[src/enable_latch_pkg.sv]
package enable_latch_pkg;

  // ==========================================================================
  // bit mapping of the shared enable bus (fixed at build time)
  localparam int unsigned DRIVE0_BIT     = 0;  // serial_out_pair[0] enable
  localparam int unsigned DRIVE1_BIT     = 1;  // serial_out_pair[1] enable
  localparam int unsigned TX_SELFTEST_BIT = 1; // transmit self-test select
  localparam int unsigned RX_SELFTEST_BIT = 0; // receive self-test select
  localparam int unsigned RX_POWER_BIT   = 0;  // receive pll/analog power

  // ==========================================================================
  // values after reset
  localparam logic [1:0] DRIVE_RESET_VAL    = 2'h0; // both drivers off
  localparam logic [1:0] SELFTEST_RESET_VAL = 2'h3; // high = normal traffic
  localparam logic [0:0] RX_POWER_RESET_VAL = 1'h0; // receive side off

  // ==========================================================================
  // the sequencer stays this many cycles in the settle state after device reset release
  localparam logic [3:0] SETTLE_CYCLES = 4'hf;

  // ==========================================================================
  // sequencer states
  typedef enum logic [1:0] {
    SEQ_RESET  = 2'b00,
    SEQ_SETTLE = 2'b01,
    SEQ_RUN    = 2'b10
  } seq_state_type;

  // ==========================================================================
  // asynchronous pin group, carried through the synchroniser together
  typedef struct packed {
    logic       dev_rst_n;
    logic       drv_open;
    logic       st_open;
    logic       rx_open;
    logic [1:0] bus;
    logic       freq_bad;
    logic       amp_low;
    logic       dens_low;
  } pin_sample_type;

  // picks two mapped bits out of the enable bus, high bit first
  function automatic logic [1:0] pick2(input logic [1:0] bus,
                                       input int unsigned hi,
                                       input int unsigned lo);
    pick2 = {bus[hi], bus[lo]};
  endfunction

endpackage

[src/shared_enable_latches.sv]
`timescale 1ns/1ns
`default_nettype none

// How it works
// - An open drive latch passes the bus straight to the driver enables.
// - A high drive enable bit turns its driver on, a low bit powers it down.
// - A closing drive latch holds the last bus value the host kept valid.
// - A low sampled device reset clears the drive latch, both drivers off.
// - An open self-test latch passes the bus to the self-test selects.
// - A low self-test bit selects test pattern, a high bit normal traffic.
// - A closing self-test latch holds the last bus value.
// - A low sampled device reset clears a closed self-test latch to normal.
// - An open receive power latch passes bus bit 0 to receive power.
// - A high receive power enable runs the receive side, low saves power.
// - A closing receive power latch holds the last value of bus bit 0.
// - A low sampled device reset clears a closed receive power latch.
// - The active low link fault output shows any of four receive faults.
// - Device reset is sampled on the clock edge and resets the sequencer.
module shared_enable_latches
  import enable_latch_pkg::*;
(
  input  wire logic       core_clk,
  input  wire logic       reset,
  input  wire logic       device_reset_n,
  input  wire logic       drive_enable_latch_open,
  input  wire logic       selftest_latch_open,
  input  wire logic       rx_power_latch_open,
  input  wire logic [1:0] shared_enable_bus,
  input  wire logic       rx_freq_out_of_range,
  input  wire logic       rx_amplitude_low,
  input  wire logic       rx_density_low,
  output var  logic [1:0] serial_out_pair_en,
  output var  logic       tx_normal_mode,
  output var  logic       rx_normal_mode,
  output var  logic       rx_power_en,
  output var  logic       link_fault_n,
  output var  logic       link_ready
);

  // ==========================================================================
  // pin synchroniser
  // every pin is asynchronous; the whole group moves through the same two
  // stages so the bus and the latch controls keep their relative timing
  pin_sample_type pins_raw;
  pin_sample_type pins_meta_q;
  pin_sample_type pins_q;

  assign pins_raw = '{
    dev_rst_n : device_reset_n,
    drv_open  : drive_enable_latch_open,
    st_open   : selftest_latch_open,
    rx_open   : rx_power_latch_open,
    bus       : shared_enable_bus,
    freq_bad  : rx_freq_out_of_range,
    amp_low   : rx_amplitude_low,
    dens_low  : rx_density_low
  };

  // first stage is read only by the second stage
  always_ff @(posedge core_clk)
  begin
    if (reset)
    begin
      pins_meta_q <= '0;
      pins_q      <= '0;
    end
    else
    begin
      pins_meta_q <= pins_raw;
      pins_q      <= pins_meta_q;
    end
  end

  // ==========================================================================
  // device reset sampling
  // the synchroniser resets to zero, so the device counts as held in reset
  // until the pin has been seen high through both stages
  logic dev_clear;

  assign dev_clear = !pins_q.dev_rst_n;

  // ==========================================================================
  // mapped bus slices
  logic [1:0] drive_data;
  logic [1:0] selftest_data;
  logic [0:0] rx_power_data;

  assign drive_data    = pick2(pins_q.bus, DRIVE1_BIT, DRIVE0_BIT);
  assign selftest_data = pick2(pins_q.bus, TX_SELFTEST_BIT,
                               RX_SELFTEST_BIT);
  assign rx_power_data = pins_q.bus[RX_POWER_BIT];

  // ==========================================================================
  // drive enable latch
  // the clear wins even while open: a reset must never leave a driver on
  logic [1:0] drive_q;

  enable_latch #(
    .WIDTH     (2),
    .RESET_VAL (DRIVE_RESET_VAL),
    .OPEN_WINS (1'b0)
  ) u_drive_latch (
    .core_clk   (core_clk),
    .reset      (reset),
    .latch_open (pins_q.drv_open),
    .latch_data (drive_data),
    .clear_req  (dev_clear),
    .latch_q    (drive_q)
  );

  // high bit powers the driver, low bit powers it down
  assign serial_out_pair_en = drive_q;

  // ==========================================================================
  // self-test latch
  // only a closed latch is cleared, an open one keeps following the bus
  logic [1:0] selftest_q;

  enable_latch #(
    .WIDTH     (2),
    .RESET_VAL (SELFTEST_RESET_VAL),
    .OPEN_WINS (1'b1)
  ) u_selftest_latch (
    .core_clk   (core_clk),
    .reset      (reset),
    .latch_open (pins_q.st_open),
    .latch_data (selftest_data),
    .clear_req  (dev_clear),
    .latch_q    (selftest_q)
  );

  // low selects test pattern, high selects normal traffic
  assign tx_normal_mode = selftest_q[1];
  assign rx_normal_mode = selftest_q[0];

  // ==========================================================================
  // receive power latch
  logic [0:0] rx_power_q;

  enable_latch #(
    .WIDTH     (1),
    .RESET_VAL (RX_POWER_RESET_VAL),
    .OPEN_WINS (1'b1)
  ) u_rx_power_latch (
    .core_clk   (core_clk),
    .reset      (reset),
    .latch_open (pins_q.rx_open),
    .latch_data (rx_power_data),
    .clear_req  (dev_clear),
    .latch_q    (rx_power_q)
  );

  assign rx_power_en = rx_power_q[0];

  // ==========================================================================
  // reset sequencer
  // status is not trusted until a fixed settle time after reset release
  seq_state_type seq_q;
  seq_state_type seq_d;
  logic [3:0]    settle_cnt_q;

  always_comb
  begin
    seq_d = seq_q;
    case (seq_q)
      SEQ_RESET:
      begin
        if (!dev_clear)
        begin
          seq_d = SEQ_SETTLE;
        end
      end
      SEQ_SETTLE:
      begin
        if (dev_clear)
        begin
          seq_d = SEQ_RESET;
        end
        else if (settle_cnt_q == SETTLE_CYCLES)
        begin
          seq_d = SEQ_RUN;
        end
      end
      SEQ_RUN:
      begin
        if (dev_clear)
        begin
          seq_d = SEQ_RESET;
        end
      end
      default:
      begin
        seq_d = SEQ_RESET;
      end
    endcase
  end

  // state register
  always_ff @(posedge core_clk)
  begin
    if (reset)
    begin
      seq_q <= SEQ_RESET;
    end
    else
    begin
      seq_q <= seq_d;
    end
  end

  // settle counter runs only in the settle state
  always_ff @(posedge core_clk)
  begin
    if (reset || seq_q != SEQ_SETTLE)
    begin
      settle_cnt_q <= 4'h1;
    end
    else
    begin
      settle_cnt_q <= settle_cnt_q + 4'h1;
    end
  end

  // ==========================================================================
  // link fault indication
  // a powered-down receiver is itself a fault; while settling the output
  // also shows a fault so the host never sees a premature good link
  logic fault_any;

  assign fault_any = pins_q.freq_bad | pins_q.amp_low | pins_q.dens_low
                   | !rx_power_q[0];

  always_ff @(posedge core_clk)
  begin
    if (reset)
    begin
      link_fault_n <= 1'b0;
      link_ready   <= 1'b0;
    end
    else
    begin
      link_fault_n <= !(fault_any || seq_d != SEQ_RUN);
      link_ready   <= (seq_d == SEQ_RUN);
    end
  end

  // ==========================================================================
  // assertions
  AST_DRIVE_PASS: assert property (@(posedge core_clk) disable iff (reset)
    pins_q.drv_open && !dev_clear |=>
      serial_out_pair_en == pick2($past(pins_q.bus), DRIVE1_BIT, DRIVE0_BIT))
    else $error("drive latch did not follow the bus while open");

  AST_DRIVE_HOLD: assert property (@(posedge core_clk) disable iff (reset)
    !pins_q.drv_open && !dev_clear |=> $stable(serial_out_pair_en))
    else $error("drive latch changed while closed");

  AST_DRIVE_CLEAR: assert property (@(posedge core_clk) disable iff (reset)
    dev_clear |=> serial_out_pair_en == 2'h0)
    else $error("device reset left a driver enabled");

  AST_DRIVER_ON: assert property (@(posedge core_clk) disable iff (reset)
    pins_q.drv_open && !dev_clear && pins_q.bus[DRIVE0_BIT] |=>
      serial_out_pair_en[0])
    else $error("high enable bit did not turn the driver on");

  AST_SELFTEST_PASS: assert property (@(posedge core_clk) disable iff (reset)
    pins_q.st_open |=> {tx_normal_mode, rx_normal_mode} ==
      pick2($past(pins_q.bus), TX_SELFTEST_BIT, RX_SELFTEST_BIT))
    else $error("self-test latch did not follow the bus while open");

  AST_SELFTEST_LOW: assert property (@(posedge core_clk) disable iff (reset)
    pins_q.st_open && !pins_q.bus[TX_SELFTEST_BIT] |=> !tx_normal_mode)
    else $error("low bit did not select transmit self-test");

  AST_SELFTEST_HOLD: assert property (@(posedge core_clk) disable iff (reset)
    !pins_q.st_open && !dev_clear |=>
      $stable({tx_normal_mode, rx_normal_mode}))
    else $error("self-test latch changed while closed");

  AST_SELFTEST_CLEAR: assert property (@(posedge core_clk) disable iff (reset)
    !pins_q.st_open && dev_clear |=>
      {tx_normal_mode, rx_normal_mode} == SELFTEST_RESET_VAL)
    else $error("closed self-test latch not cleared by reset");

  AST_RXPWR_PASS: assert property (@(posedge core_clk) disable iff (reset)
    pins_q.rx_open |=> rx_power_en == $past(pins_q.bus[RX_POWER_BIT]))
    else $error("receive power latch did not follow bit 0");

  AST_RXPWR_HOLD: assert property (@(posedge core_clk) disable iff (reset)
    !pins_q.rx_open && !dev_clear |=> $stable(rx_power_en))
    else $error("receive power latch changed while closed");

  AST_RXPWR_CLEAR: assert property (@(posedge core_clk) disable iff (reset)
    !pins_q.rx_open && dev_clear |=> !rx_power_en)
    else $error("closed receive power latch not cleared by reset");

  AST_RX_OFF_FAULT: assert property (@(posedge core_clk) disable iff (reset)
    !rx_power_en |=> !link_fault_n)
    else $error("powered down receiver did not flag a fault");

  AST_FAULT_ANY: assert property (@(posedge core_clk) disable iff (reset)
    fault_any |=> !link_fault_n)
    else $error("fault condition not shown on link fault output");

  AST_FAULT_CLEAN: assert property (@(posedge core_clk) disable iff (reset)
    !link_fault_n ##0 $past(seq_q) == SEQ_RUN ##0 seq_q == SEQ_RUN |->
      $past(fault_any))
    else $error("link fault shown with no cause");

  AST_SEQ_SETTLE: assert property (@(posedge core_clk) disable iff (reset)
    $fell(dev_clear) |=> !link_ready [*8] ##8 link_ready)
    else $error("settle time after device reset is wrong");

  AST_SEQ_RESET: assert property (@(posedge core_clk) disable iff (reset)
    dev_clear |=> seq_q == SEQ_RESET && !link_ready)
    else $error("sequencer not held in reset");

  COV_DRIVE_CAPTURE: cover property (@(posedge core_clk) disable iff (reset)
    $fell(pins_q.drv_open) ##1 serial_out_pair_en == 2'h3);

  COV_SELFTEST_BOTH: cover property (@(posedge core_clk) disable iff (reset)
    !tx_normal_mode && !rx_normal_mode);

  COV_LINK_UP: cover property (@(posedge core_clk) disable iff (reset)
    rx_power_en && link_fault_n);

  COV_OPEN_RESET: cover property (@(posedge core_clk) disable iff (reset)
    pins_q.rx_open && dev_clear && pins_q.bus[RX_POWER_BIT]);

endmodule

`default_nettype wire

[src/enable_latch.sv]
`timescale 1ns/1ns
`default_nettype none

// level latch modelled on the core clock: follows the data while open,
// holds while closed, and is cleared on request
module enable_latch
  import enable_latch_pkg::*;
#(
  parameter int unsigned      WIDTH     = 2,
  parameter logic [WIDTH-1:0] RESET_VAL = '0,
  parameter bit               OPEN_WINS = 1'b0
)(
  input  wire logic             core_clk,
  input  wire logic             reset,
  input  wire logic             latch_open,
  input  wire logic [WIDTH-1:0] latch_data,
  input  wire logic             clear_req,
  output var  logic [WIDTH-1:0] latch_q
);

  // ==========================================================================
  // storage
  // an open latch may be told to ignore the clear, so a host that is
  // actively configuring it is not overridden
  always_ff @(posedge core_clk)
  begin
    if (reset)
    begin
      latch_q <= RESET_VAL;
    end
    else if (clear_req && !(OPEN_WINS && latch_open))
    begin
      latch_q <= RESET_VAL;
    end
    else if (latch_open)
    begin
      latch_q <= latch_data;  // transparent phase
    end
  end

endmodule

`default_nettype wire

[config.mk]
export PLATFORM = sky130hd
export DESIGN_NAME = shared_enable_latches
export DESIGN_NICKNAME = d
export VERILOG_FILES = /design/src/enable_latch_pkg.sv /design/src/shared_enable_latches.sv /design/src/enable_latch.sv
export SDC_FILE = /design/constraint.sdc
export NUM_CORES = 1
export LEC_CHECK = 0
export ABC_AREA = 0
export BUFFER_PORTS_ARGS = -buffer_cell sky130_fd_sc_hd__buf_4
export CAP_MARGIN = 20
export CORE_MARGIN = 1.5
export CORE_UTILIZATION = 55
export CTS_CLUSTER_SIZE = 16
export DETAILED_ROUTE_END_ITERATION = 6
export PLACE_DENSITY = 0.79
export REMOVE_ABC_BUFFERS = 1
export SKIP_LAST_GASP = 1
export SYNTH_ARGS = -nofsm -noshare
export SYNTH_HDL_FRONTEND = slang
export SYNTH_HIERARCHICAL = 1
export SYNTH_SLANG_ARGS = --single-unit
[constraint.sdc]
create_clock -name core_clk -period 2 [get_ports core_clk]
set_input_delay 0.2 -clock core_clk [delete_from_list [all_inputs] [get_ports core_clk]]
set_output_delay 0.2 -clock core_clk [all_outputs]
set_load 0.005 [all_outputs]
# Word level (Yosys, flattened, before mapping)

Index checks and enable logic that the tools add are counted.

Word-level logic and storage cells: 52
Bits in latches: 0
Bits in writable memories: 0
Memories kept: 0
Bits in registers: 31
Bits of input ports: 11
Bits in read-only memories: 0
Output and inout bits: 7

Equal/unequal tests: 6
Shift-type cells: 0
Divide/modulo/power cells: 0
$lt $le $gt $ge: 0
Bitwise gates (word level): 4
$mul: 0
Muxes and demuxes: 5
Reductions and logical operators: 13
$add $sub $neg: 1

Operator list:

| operator                                                               | number |
|---|---|
| 2-bit 2-to-1 mux                                                       | 4 |
| 2-bit one-hot mux with 3 select lines                                  | 1 |
| 2-bit OR reduction                                                     | 3 |
| 1-bit zero test                                                        | 5 |
| 4-bit by 1-bit adder with 4-bit output (second input constant)         | 1 |
| 2-bit equality test (second input constant)                            | 2 |
| 4-bit equality test (second input constant)                            | 1 |
| 1-bit OR                                                               | 3 |
| 2-bit by 1-bit equality test with 1-bit output (second input constant) | 1 |
| 1-bit logical AND                                                      | 2 |
| 2-bit zero test                                                        | 1 |
| 1-bit logical OR                                                       | 2 |
| 2-bit by 1-bit != test with 1-bit output (second input constant)       | 1 |
| 2-bit != test (second input constant)                                  | 1 |
| 1-bit NOT                                                              | 1 |

# Logic depth before layout (Yosys ltp)

Depth after elaboration: 7
Gate-level depth with buffers: 4
Depth with buffers taken out: 4

# Hierarchy

Netlist, hierarchy kept.

Modules (own cells, without submodules):

| module                          | area each (um^2) | cells each | seq. area each (um^2) | times used |
|---|---|---|---|---|
| shared_enable_latches           | 795.8            | 65         | 520.5                 | 1 |
| enable_latch (u_selftest_latch) | 81.3             | 8          | 40.0                  | 1 |
| enable_latch (u_drive_latch)    | 70.1             | 6          | 40.0                  | 1 |
| enable_latch (u_rx_power_latch) | 37.5             | 4          | 20.0                  | 1 |

# Worst setup path before layout

No wires, ideal clock.

Path type: reg2reg
From: register settle_cnt_q[0]
To: register link_fault_n
Setup slack: 923 ps
Path buffers: 0
Stages on the path, launching flop included: 5
Library setup time: 61 ps
Arrival time: 1016 ps
Clock period less this slack: 1077 ps
Path through: dfxtp_1 -> ha_1 -> nand4_2 -> o31ai_2 -> and4b_1

Cells in the longest elaborated chain, start to end: 7

RTL lines:

| item                                  | line                         | text |
|---|---|---|
| from (decl)                           | shared_enable_latches.sv:160 | `logic [3:0] settle_cnt_q;` |
| from (signal assigned)                | shared_enable_latches.sv:220 | `settle_cnt_q <= settle_cnt_q + 4'h1;` |
| 4-bit equality test                   | shared_enable_latches.sv:179 | `else if (settle_cnt_q == SETTLE_CYCLES)` |
| 2-bit 2-to-1 mux                      | shared_enable_latches.sv:179 |  |
| 2-bit 2-to-1 mux                      | shared_enable_latches.sv:175 | `if (dev_clear)` |
| 2-bit one-hot mux with 3 select lines | shared_enable_latches.sv:165 | `case (seq_q)` |
| 2-bit != test                         | shared_enable_latches.sv:242 | `link_fault_n <= !(fault_any \|\| seq_d != SEQ_RUN);` |
| 1-bit logical OR                      | shared_enable_latches.sv:242 |  |
| 1-bit zero test                       | shared_enable_latches.sv:242 |  |
| to (signal assigned)                  | shared_enable_latches.sv:242 |  |
| to (decl)                             | shared_enable_latches.sv:36  | `output var logic link_fault_n,` |

No other way between the ends.
A chain may end at the register's enable or synchronous reset.

# Worst setup path in the final report

Same ends and word-level chain as after synthesis.

==> results.py <==
metrics = {
    "logic_synthesis": {
        "ys_seq_area_share_pct": 63.0,
        "ys_seq_elements": 31,
        "synth_edf_count": 0,
        "postSynth.asyncResetShare_pct": 0,
        "synth_cell_type_count": 25,
        "avgSynthCellArea_sq_um": 11.9,
        "synth_cells": 83,
        "ys.flop_type": "dfxtp_1",
        "yosysWarnings": 6,
        "syn-cell-area_sq_um": 985,
    },
    "status": {
        "status": "finished, final reports clean",
    },
    "sta": {
        "min_period_over_period_pct": 61.7,
        "rsz0062_at_grt": "no",
        "finalClockSkew_ps": 5.13,
        "hold_violations": 0,
        "min_period_ps": 1230,
        "slew_violations": 0,
        "slew_headroom_pct": 82.0,
        "fmax_mhz": 810,
        "setup_viol": 0,
        "worst_slew_pin_slew_ps": 270,
        "fin_tns_setup_ps": 0,
    },
    "floorplanning": {
        "io-pin-count": 18,
        "die_w_um": 45.3,
        "coreArea_sq_um": 1710,
        "fp-row-count": 15,
        "die_h_um": 45.3,
        "die_area_sq_um": 2050,
        "start_util_pct": 57.7,
    },
    "cells_and_area": {
        "drive_above_1_share_pct": 25.0,
        "nNetsFinal": 117,
        "fin_area_sq_um": 1170,
        "n_fill_cell": 137,
        "num_antenna_cells": 0,
        "syn_to_final_growth_pct": 19.2,
        "seq_area_sq_um": 621,
        "multi_input_area_sq_um": 349,
    },
    "worst_setup_path": {
        "critPathKind": "reg2reg",
        "start_kind": "flop",
        "worstPathMaxFanout": 3,
        "cp.arrival_ps": 1500,
        "critical_path_required_ps": 2270,
        "endpoint_kind": "flop",
    },
    "clock_tree": {
        "postCtsHoldBufs": 0,
        "cts_tree": "done",
        "cts.sinks": 31,
        "root_buffer": "clkbuf_4",
        "clockBufferDepth": 2,
        "clk_latency_ps": 320,
        "h-tree-depth": 2,
        "clk_pin_slew_ps": 80,
        "numCtsBuffers": 5,
        "postCtsSetupBuffers": 0,
        "cts_resized": 0,
    },
    "power_and_ir_drop": {
        "p_leak_nw": 0.464,
        "power_density_nw_per_um2": 851,
        "peakVddDrop_mv": 0.597,
    },
    "grt": {
        "grt_overflow": 0,
        "grt_util_all_layers_pct": 17.5,
        "grt_start_max_net_pins": 30,
        "antenna_found_initial": 0,
        "grt_pass1_wl_um": 2270,
        "grt_pass1_vias": 549,
    },
    "routing": {
        "antenna_left": 0,
        "detail_route.wl_per_cell_um": 11.1,
        "num_vias": 620,
        "post-route-drc-count": 0,
        "drtIter0Drc": 0,
        "via_per_inst": 4.81,
        "wirelength_um": 1430,
        "drt_pass1_iterations": 1,
    },
    "placement": {
        "routabilityCongestion": 0.702,
        "portBuffers": 17,
        "place_area_sq_um": 1130,
    },
    "job": {
        "cap_viol_max_count": 0,
    },
    "min_path": {
        "min_path_type": "in2reg",
    },
}
==> sequential cells by signal, indices dropped and copies added, names as in the netlist <==
name	cells
u_rx_power_latch/latch_q	1
u_selftest_latch/latch_q	2
link_fault_n	1
u_drive_latch/latch_q	2
pins_meta_q	9
link_ready	1
seq_q	2
pins_q	7
drive_data	2
settle_cnt_q	4
==> synth_stat cells (2+ instances only) <==
| library cell | instances | area (sq um) |
|---|---|---|
| nor2b_1 | 18 | 113 |
| mux2i_1 | 2 | 20.0 |
| nand2_1 | 2 | 7.51 |
| nor2_1 | 5 | 18.8 |
| nor3b_1 | 4 | 30.0 |
| or3b_1 | 2 | 17.5 |
| nor3_1 | 2 | 10.0 |
| dfxtp_1 | 31 | 621 |
==> layout by cell type, fill, tap and decap left out, drive strengths merged <==
cell and n:
nand4 1, nand2b 1, nor4 2, nor3 2, mux2i 2, dfxtp 31
and4b 1, nand2 2, a21oi 1, clkbuf 6, nor2b 18, o31ai 2
buf 17, and2 1, ha 1, or3b 2, nand3 1, nand4bb 1
inv 1, xor2 1, xnor2 1, nor3b 4, nor2 5
==> metal layers <==
metal  track usage (%)  part of all wire (%)
met5                 0                     0
met4              14.1                   3.2
met3              10.8                   6.4
met2              24.6                    48
met1              18.5                    43
==> worst paths after layout <==
kind,startpoint,end,slack (ps),cells after the start
hold / removal,rx_power_latch_open,pins_meta_q[5],80,2
setup / recovery,settle_cnt_q[0],link_fault_n,770,4
setup reg to reg,settle_cnt_q[0],link_fault_n,770,4
hold reg to reg,settle_cnt_q[0],settle_cnt_q[0],410,1
==> per-stage QoR <==
stage,cells,hold WS [ps],util (%),power (mW),setup slack [ps]
global route,129,78.2,68.7,1.05,682
finish,129,80.8,68.7,0.999,766
detailed placement,123,395,66.3,0.704,795
floorplan,81,269,-,0.676,923
CTS,129,77.5,68.7,1.01,773
global placement,123,384,66.3,0.701,895
==> kinds of logic after synthesis <==
family / count (synthesis) / share of synthesized area (%)
compound gates: 3 / 2.54
fa+ha+maj: 1 / 1.27
mux: 2 / 2.03
buf+inv: 3 / 1.52
xor+xnor: 2 / 1.78
flops: 31 / 63.0
simple gates: 41 / 27.8
==> where the power goes <==
part	switching [mW]	internal [mW]	total (mW)
Combinational	0.0170	0.0277	0.0448
Clock	0.185	0.125	0.310
Sequential	0.00816	0.636	0.644
==> worst max-delay path: stages (launching register included) <==
cell	delay, ps
dfxtp_1	360
ha_1	200
nand4_2	150
o31ai_2	240
and4b_1	230
==> layout make-up <==
class                      instances  area share, %
clock buffer                       6           3.52
sequential                        31           52.9
tap                               25           2.67
multi-input combinational         49           29.7
inverter                           1          0.320
timing repair buffer              17           10.9
(Power assumes the default switching activity.)
